<file path="config.mk">
export PLATFORM = sky130hd
export DESIGN_NAME = reset_standby_control
export DESIGN_NICKNAME = d
export VERILOG_FILES = /design/src/rtl/reset_standby_control.v
export VERILOG_INCLUDE_DIRS = /design/src /design/src/rtl
export SDC_FILE = /design/constraint.sdc
export NUM_CORES = 1
export LEC_CHECK = 0
export ABC_AREA = 1
export BUFFER_PORTS_ARGS = -buffer_cell sky130_fd_sc_hd__buf_4
export CAP_MARGIN = 5
export CORE_MARGIN = 4
export CORE_UTILIZATION = 55
export DETAILED_ROUTE_END_ITERATION = 7
export PLACE_DENSITY = 0.91
export SLEW_MARGIN = 20
export SYNTH_ARGS = -nofsm -noshare
export SYNTH_HDL_FRONTEND = slang
export SYNTH_SLANG_ARGS = --single-unit
export TNS_END_PERCENT = 5
</file>
<file path="constraint.sdc">
create_clock -name i_clk -period 7.5 [get_ports i_clk]
set_clock_uncertainty 0.1 [all_clocks]
set_input_delay 0.75 -clock i_clk [delete_from_list [all_inputs] [get_ports i_clk]]
set_output_delay 0.75 -clock i_clk [all_outputs]
set_load 0.01 [all_outputs]
</file>
<file path="src/rtl/reset_standby_map.vh">
// constants for the reset and standby controller
`ifndef RESET_STANDBY_MAP_VH
`define RESET_STANDBY_MAP_VH
// reset cause flag positions
`define CAUSE_WDT_BIT       0
`define CAUSE_CLM_BIT       1
`define CAUSE_LVD_BIT       2
`define CAUSE_WIDTH         8
`define CAUSE_RESET_VALUE   8'h00
// settle select width and reset value
`define SETTLE_SEL_WIDTH    3
`define SETTLE_SEL_RESET    3'h4
// least external reset low time
`define EXT_RESET_MIN_NS    10000
`define CLK_PERIOD_NS       5
`define EXT_RESET_CYCLES    ((`EXT_RESET_MIN_NS + `CLK_PERIOD_NS - 1) / `CLK_PERIOD_NS)
// settle wait base shift: wait = 2^(base + select) cycles
`define SETTLE_BASE_SHIFT   5'h0b
`endif
</file>
<file path="src/rtl/reset_standby_control.v">
// reset and standby controller: stop/halt sequencing, reset qualification, cause flags
// Behaviour
// - any requested and unmasked interrupt ends a standby state: halt at once, stop after the settle wait.
// - stop with a wake already pending falls to halt, then runs after the settle wait.
// - both the crystal and the ring oscillator are halted during power-on or external pin reset; internal resets leave them running.
// - retained stop contents are held unchanged while reset stays asserted.
// - during reset every port pin floats except one bit, which drives low.
// - a low-voltage reset resets the rest of the device but not the detector.
// - a watchdog overflow reset also resets the watchdog itself.
// - a power-on-clear reset clears all reset cause flags to zero.
// - a clock monitor reset clears the monitor enable and sets cause bit 1.
`include "reset_standby_map.vh"
`default_nettype none

module reset_standby_control #(
  parameter integer PORT_PINS        = 8,
  parameter integer EXT_RESET_CYCLES = `EXT_RESET_CYCLES
) (
  // clock and power-on reset
  input  wire                            i_clk,
  input  wire                            i_rst_n,
  // external reset pin, asynchronous
  input  wire                            i_ext_reset_pin_n,
  // internal reset requests, one-cycle pulses
  input  wire                            i_wdt_overflow,
  input  wire                            i_clock_monitor_trip,
  input  wire                            i_low_voltage_detect,
  // standby requests from the cpu, one-cycle pulses, and the cpu clock source level
  input  wire                            i_stop_exec,
  input  wire                            i_halt_exec,
  input  wire                            i_cpu_on_main_crystal,
  // interrupt request and mask flags
  input  wire [31:0]                     i_irq_request,
  input  wire [31:0]                     i_irq_mask,
  // firmware controls
  input  wire                            i_settle_select_we,
  input  wire [`SETTLE_SEL_WIDTH-1:0]    i_settle_select_data,
  input  wire                            i_clock_monitor_enable_set,
  // port pins, output enable low while driven
  input  wire [PORT_PINS-1:0]            i_port_out,
  input  wire [PORT_PINS-1:0]            i_port_drive,
  output reg  [PORT_PINS-1:0]            o_port_out,
  output reg  [PORT_PINS-1:0]            o_port_oe_n,
  output reg                             o_port13_bit0_low_output,
  output reg                             o_port13_bit0_oe_n,
  // oscillator and reset outputs
  output reg                             o_main_crystal_clock_run,
  output reg                             o_internal_ring_clock_run,
  output reg                             o_system_reset_n,
  output reg                             o_wdt_reset_n,
  output reg                             o_low_voltage_detector_reset_n,
  output reg                             o_cpu_clock_enable,
  output reg                             o_halted,
  output reg                             o_stopped,
  output reg                             o_stop_retain_hold,
  output reg  [`SETTLE_SEL_WIDTH-1:0]    o_osc_settle_select,
  output reg                             o_clock_monitor_enable,
  output reg  [`CAUSE_WIDTH-1:0]         o_reset_cause_flags
);

  // ****************************************
  // state codes
  // ****************************************
  localparam [3:0] ST_RUN    = 4'h1;
  localparam [3:0] ST_HALT   = 4'h2;
  localparam [3:0] ST_STOP   = 4'h4;
  localparam [3:0] ST_SETTLE = 4'h8;

  // ****************************************
  // external pin synchroniser and qualifier
  // ****************************************
  reg        pin_meta;
  reg        pin_sync;
  reg [15:0] low_count;
  reg        ext_reset;

  always @(posedge i_clk)
  begin
    pin_meta <= i_ext_reset_pin_n;
    pin_sync <= pin_meta;
  end

  // short glitches never reach the reset net
  always @(posedge i_clk)
  begin
    if (!i_rst_n || pin_sync)
    begin
      low_count <= 16'h0000;
      ext_reset <= 1'b0;
    end
    else if (low_count >= EXT_RESET_CYCLES[15:0] - 16'h0001)
      ext_reset <= 1'b1;
    else
      low_count <= low_count + 16'h0001;
  end

  wire wake    = |(i_irq_request & ~i_irq_mask);
  wire int_rst = i_wdt_overflow | i_clock_monitor_trip | i_low_voltage_detect;
  wire any_rst = !i_rst_n || ext_reset;

  // ****************************************
  // standby state machine and settle wait
  // ****************************************
  reg  [3:0]  state;
  reg  [31:0] settle_count;
  wire [4:0]  settle_shift = `SETTLE_BASE_SHIFT + {2'b00, o_osc_settle_select};
  wire        settle_done  = settle_count >= ((32'h1 << settle_shift) - 32'h1);

  always @(posedge i_clk)
  begin
    if (any_rst || int_rst)
    begin
      state <= ST_RUN;
      settle_count <= 32'h0;
    end
    else
    begin
      case (state)
        ST_RUN:
        begin
          settle_count <= 32'h0;
          if (i_stop_exec && wake)
            state <= ST_SETTLE;
          else if (i_stop_exec)
            state <= ST_STOP;
          else if (i_halt_exec && !wake)
            state <= ST_HALT;
        end
        ST_HALT:
          if (wake)
            state <= ST_RUN;
        ST_STOP:
          if (wake)
            state <= ST_SETTLE;
        ST_SETTLE:
        begin
          settle_count <= settle_count + 32'h1;
          if (settle_done)
            state <= ST_RUN;
        end
        default:
          state <= ST_RUN;
      endcase
    end
  end

  // ****************************************
  // settle select and clock monitor enable
  // ****************************************
  // writes land only in ST_RUN; writes in any other state are dropped
  always @(posedge i_clk)
  begin
    if (any_rst || int_rst)
      o_osc_settle_select <= `SETTLE_SEL_RESET;
    else if (i_settle_select_we && state == ST_RUN)
      o_osc_settle_select <= i_settle_select_data;
  end

  always @(posedge i_clk)
  begin
    if (any_rst || int_rst)
      o_clock_monitor_enable <= 1'b0;
    else if (i_clock_monitor_enable_set)
      o_clock_monitor_enable <= 1'b1;
  end

  // ****************************************
  // reset cause flags
  // ****************************************
  // firmware must read this as a whole byte
  always @(posedge i_clk)
  begin
    if (!i_rst_n)
      o_reset_cause_flags <= `CAUSE_RESET_VALUE;
    else if (int_rst)
    begin
      o_reset_cause_flags[`CAUSE_WDT_BIT] <= i_wdt_overflow;
      o_reset_cause_flags[`CAUSE_CLM_BIT] <= i_clock_monitor_trip;
      o_reset_cause_flags[`CAUSE_LVD_BIT] <= i_low_voltage_detect;
    end
    else if (ext_reset)
      o_reset_cause_flags <= `CAUSE_RESET_VALUE;
  end

  // ****************************************
  // outputs
  // ****************************************
  always @(posedge i_clk)
  begin
    if (any_rst || int_rst)
    begin
      o_main_crystal_clock_run <= !any_rst;
      o_internal_ring_clock_run <= !any_rst;
      o_system_reset_n <= 1'b0;
      o_wdt_reset_n <= 1'b0;
      o_low_voltage_detector_reset_n <= !any_rst;
      o_cpu_clock_enable <= 1'b0;
      o_halted <= 1'b0;
      o_stopped <= 1'b0;
      o_stop_retain_hold <= (state == ST_STOP) || o_stop_retain_hold;
      o_port_out <= {PORT_PINS{1'b0}};
      o_port_oe_n <= {PORT_PINS{1'b1}};
      o_port13_bit0_low_output <= 1'b0;
      o_port13_bit0_oe_n <= 1'b0;
    end
    else
    begin
      o_main_crystal_clock_run <= !(state == ST_STOP && i_cpu_on_main_crystal);
      o_internal_ring_clock_run <= 1'b1;
      o_system_reset_n <= 1'b1;
      o_wdt_reset_n <= 1'b1;
      o_low_voltage_detector_reset_n <= 1'b1;
      o_cpu_clock_enable <= state == ST_RUN;
      o_halted <= state == ST_HALT || state == ST_SETTLE;
      o_stopped <= state == ST_STOP;
      o_stop_retain_hold <= 1'b0;
      o_port_out <= i_port_out;
      o_port_oe_n <= ~i_port_drive;
      o_port13_bit0_low_output <= 1'b0;
      o_port13_bit0_oe_n <= 1'b0;
    end
  end

endmodule

`default_nettype wire

</file>
Word-level counts from Yosys, hierarchy flattened
Index checks and enable logic that the tools add are counted.

operators by class
  add/sub/neg operators = 4
  order comparisons = 2
  equality and inequality tests = 8
  shift operators = 1
  multiplexer cells = 12
  bitwise operators = 5
  reduce and logical (&&, ||, !) cells = 17

operators by type and width
  kind                                                                 count
  one-hot mux 32 bit (2 select lines)                                  1
  adder 32 x 1 -> 32 bit, second input constant                        1
  bitwise AND 32 bit                                                   1
  greater-or-equal comparator 32 bit                                   1
  inverter 32 bit                                                      1
  OR reduction 32 bit                                                  1
  left shift 1 x 5 -> 32 bit, first input constant                     1
  subtractor 32 x 1 -> 32 bit, second input constant                   1
  2-to-1 mux 4 bit                                                     6
  adder 16 x 1 -> 16 bit, second input constant                        1
  greater-or-equal comparator 16 x 11 -> 1 bit, second input constant  1
  one-hot mux 4 bit (4 select lines)                                   1
  inverter 8 bit                                                       1
  2-to-1 mux 3 bit                                                     2
  inequality test 2 bit, second input constant                         3
  adder 4 x 3 -> 5 bit, first input constant                           1
  logical OR 1 bit                                                     5
  == test 4 x 1 -> 1 bit, second input constant                        1
  == test 4 x 2 -> 1 bit, second input constant                        1
  == test 4 x 3 -> 1 bit, second input constant                        1
  == test 4 bit, second input constant                                 1
  logical AND 1 bit                                                    4
  zero test 1 bit                                                      4
  inequality test 4 bit, second input constant                         1
  4 further kinds                                                      7

word-level totals
  register bits = 85
  input port bits = 94
  output and inout bits = 39
  logic and storage cells = 67

Longest topological paths before layout
  depth in word-level cells = 9
  gate-level depth with buffers = 24
  depth with buffers taken out = 23

Worst setup path after synthesis
Ideal clock, no wire load.

  kind = flip-flop to flip-flop
  from = reg o_osc_settle_select[0]
  to = reg state[3]
  library setup time = 0.115 ns
  arrival = 2.667 ns
  data required time = 7.285 ns
  slack = 4.618 ns
  stages on the path, launching flop included = 23
  path buffers = 1
  clock period less this slack = 2.882 ns
  path through = dfxtp_1 > buf_2 > nor2_1 > inv_1 > ha_1 > inv_1 > nand4_1 > nand4_1 > a31o_2 > ha_1 > nand2_1 > inv_1 > nand2_1 > nand2_1 > nand2_1 > nand3_1 > nand2_1 > nand2_1 > nand2_1 > nand4_1 > nand3_1 > o21ai_0 > inv_1

on the way
  longest elaborated chain between the ends = 6

ends and longest elaborated chain
  what                                RTL line                     source
  start: declaration                  reset_standby_control.v:56   output reg [`SETTLE_SEL_WIDTH-1:0] o_osc_settle_select,
  start signal: assignment            reset_standby_control.v:154  o_osc_settle_select <= `SETTLE_SEL_RESET;
  start signal: assignment            reset_standby_control.v:156  o_osc_settle_select <= i_settle_select_data;
  adder 4 x 3 -> 5 bit (no line)      -
  left shift 1 x 5 -> 32 bit          reset_standby_control.v:107  wire settle_done = settle_count >= ((32'h1 << settle_shift) - 32'h1);
  subtractor 32 x 1 -> 32 bit         reset_standby_control.v:107
  greater-or-equal comparator 32 bit  reset_standby_control.v:107
  inequality test 2 bit (no line)     -
  AND reduction 4 bit (no line)       -
  end signal: assignment              reset_standby_control.v:113  state <= ST_RUN;
  end signal: assignment              reset_standby_control.v:123  state <= ST_SETTLE;
  end signal: assignment              reset_standby_control.v:125  state <= ST_STOP;
  end: declaration                    reset_standby_control.v:104  reg [3:0] state;

No other way between the ends.
A chain may end at the register's enable or synchronous reset.

Worst setup path in the final report
Same ends and word-level chain as after synthesis.

==> results_dict.tcl <==
set metrics [dict create \
    tightest_slew_ns 0.838 \
    drc 0 \
    cts_resized 0 \
    crit_path_max_incr_delay_ns 0.41 \
    critPathMostFrequentCell "nand2_1" \
    met2_usage 0.409 \
    required_ns 7.67 \
    viasPerCell 5.25 \
    holdWs_ns 0.242 \
    avgSynthCellArea_um2 7.23 \
    netlist_instances 609 \
    use_met3 0.0653 \
    seq_area_frac_synth 0.387 \
    fmax_mhz 314 \
    ant_nets 0 \
    htree_levels 3 \
    ys_ff_latch 85 \
    pwr-share-clk 0.371 \
    cts_tree "done" \
    status "finished, final reports clean" \
    drv_slew 0 \
    p_leak_nw 2.56 \
    maxCapViolCount 0 \
    seq_power_share 0.529 \
    cts_made_buffers 9 \
    layout_min_cycle_time_ns 3.19 \
    fin_tns_setup_ns 0 \
    grt_max_degree 36 \
    dr_total_vias 4406 \
    p_comb_frac 0.101 \
    io_buffer_count 125 \
    syn-cell-area_um2 4400 \
    diodes 0 \
    crit_path_start_kind "register" \
    layout-drive-gt1-share 0.237 \
    grt_pass1_wl_um 18100 \
    slowest_stage "dfxtp_1" \
    clk_path_buf_depth 2 \
    globalplace.congestion 0.955 \
    period_share 0.425 \
    end_kind "register" \
    wl_um 10600 \
    switchingPower_w 0.000231 \
    hold_path_class "reg -> reg" \
    cts_root_buffer "clkbuf_8" \
    rsz0062_at_grt "no" \
    fin_nets 842 \
    synth_edf_count 0 \
    path_cells "nor2_1 > inv_1 > ha_1 > inv_1 > nand4_1 > nand4_1 > a31o_2 > ha_1 > nand2_1 > inv_1 > nand2_1 > nand2_1 > nand2_1 > nand3_1 > nand2_1 > nand2_1 > nand2_1 > nand4_1 > nand3_1 > o21ai_0 > inv_1" \
    synth_warnings 0 \
    die-area_um2 9500 \
    layout_setup_ws_ns 4.31 \
    synth_cell_types 47 \
    ys.flop_type "dfxtp_1" \
    die_x_um 97.4 \
    drt_pass1_iterations 5 \
    setup.worst_path.class "reg -> reg" \
    gr-usage-met1 0.251 \
    power.density_nw_per_um2 155 \
    setup_violations 0 \
    io_pins 133 \
    die_h_um 97.4 \
    clkSinkCount 85 \
    wl_per_cell_um 12.6 \
    vdd_drop_max_mv 0.141 \
    switching_share 0.266 \
    async_reset_ff_frac 0 \
    core_region_area_um2 7770 \
    ctsHoldBuffers 0 \
    finalHoldViolations 0 \
    place_hpwl_um 8190 \
    syn2layout_area_growth_pct 26.9 \
    maxSlewHeadroom 0.440 \
    antenna_found_initial 0 \
    crit_arrival_ns 3.36 \
    start_util 0.567 \
    num_rows 32 \
    p_int_w 0.000637 \
    clk_pin_slew_ns 0.09 \
    drt_iter0_drc 237 \
    grt.overflow.total 0 \
    clock_latency_ns 0.37 \
    power_w 0.000868 \
    grtUsageTotal 0.223 \
    grt_pass1_vias 4290 \
    gr-max-usage-layer "met2" \
    post-cts-setup-buffers 0 \
    pre_cts_ws_ns 4.35 \
    path_max_fanout 10 \
]
[critical path: cells and delay by family, from the launching register on]
kind | cells | cell delay, ns
AND/OR/NAND/NOR | 13 | 1.19
adder cells (fa/ha/maj) | 2 | 0.65
AO/OA/AOI/OAI | 2 | 0.44
flip-flops | 1 | 0.41
buffers and inverters | 4 | 0.29
[layout by cell type, fill, tap and decap left out, types with 4 or more instances in the layout]
cell type | Yosys | layout
nor4_1 | 7 | 7
a31oi_1 | 5 | 5
nor2_1 | 67 | 67
ha_1 | 16 | 16
inv_1 | 106 | 106
clkbuf_8 | 0 | 9
nand2_2 | 5 | 5
nor3_1 | 13 | 13
a31o_2 | 4 | 4
o22ai_1 | 14 | 14
nor2_4 | 6 | 6
a21oi_1 | 29 | 29
dfxtp_1 | 85 | 85
nand4_1 | 13 | 13
nand3_1 | 24 | 24
a211oi_1 | 9 | 9
o21ai_0 | 29 | 29
conb_1 | 1 | 7
buf_4 | 9 | 126
nor2_2 | 5 | 5
clkinv_1 | 5 | 5
nand2_1 | 108 | 108
nand3_2 | 6 | 6
[flip-flops by register name, indices dropped and copies added, names as in the netlist, 3 cells and up]
signal               count
low_count               16
o_osc_settle_select      3
o_port_oe_n              8
o_port_out               8
o_reset_cause_flags      3
settle_count            32
state                    4
[kinds of logic (layout without fill, tap and decap cells)]
| logic type | Yosys count | in the layout | synth area share |
|---|---|---|---|
| buf+inv | 131 | 253 | 0.120 |
| xor+xnor | 2 | 2 | 0.00398 |
| other cells | 1 | 7 | 0.000852 |
| compound gates | 111 | 111 | 0.158 |
| simple gates | 263 | 263 | 0.285 |
| fa+ha+maj | 16 | 16 | 0.0455 |
| flops | 85 | 85 | 0.387 |
[layer usage]
metal  part of all wire  routed length [µm]
met5                  0                   0
met4              0.012                 129
met3              0.070                 739
met2               0.51                5420
met1               0.41                4300
[synth_stat cells (2+ instances only)]
cell type    n  share of area
a211oi_2     2         0.0057
nand3_1     24          0.027
nand2_2      5         0.0071
nand3_2      6          0.014
a31o_2       4         0.0080
a211oi_1     9          0.015
dfxtp_1     85           0.39
clkinv_1     5         0.0043
nor3b_1      2         0.0034
o22ai_1     14          0.020
a31oi_1      5         0.0071
a221oi_1     3         0.0060
buf_4        9          0.015
a21oi_1     29          0.033
nor2_2       5         0.0071
nor2_4       6          0.015
inv_1      106          0.090
a22o_1       3         0.0060
nor2_1      67          0.057
ha_1        16          0.045
nand2_1    108          0.092
nor3_1      13          0.015
o21ai_0     29          0.033
nand4_1     13          0.018
buf_2        2         0.0023
clkbuf_1     9         0.0077
nor4_1       7          0.010
o211ai_1     2         0.0034
a22oi_1      3         0.0051
[worst paths after layout]
| path | endpoint | startpoint | slack [ns] | depth (start not counted) |
|---|---|---|---|---|
| max | state[3] | o_osc_settle_select[0] | 4.31 | 21 |
| min | pin_sync | pin_meta | 0.24 | 0 |
| max reg2reg | state[3] | o_osc_settle_select[0] | 4.31 | 21 |
| min reg2reg | pin_sync | pin_meta | 0.24 | 0 |
[per-stage QoR]
stage                     instances  utilization  area [µm²]
after floorplan                 615            -        4420
after global placement          823        0.693        5390
after detailed placement        823        0.693        5390
after CTS                       839        0.719        5590
after global routing            839        0.719        5590
final                           839        0.719        5590
[cell type report]
class	instances	area [µm²]
multi-input combinational	399	2190
fill	607	2180
sequential	85	1700
timing repair buffer	126	946
inverter	111	417
tap	102	128
clock buffer	9	124
clock inverter	7	76.3
[power groups by stage]
stage,Sequential [W],Clock [W],Combinational [W]
final,0.000459,0.000322,0.0000872
after global placement,0.000469,0,0.0000844
after floorplan,0.000471,0,0.0000380
after detailed placement,0.000469,0,0.0000873
after global routing,0.000460,0.000351,0.0000973
after CTS,0.000459,0.000331,0.0000876
No activity file was read; power rests on OpenSTA's default activity.
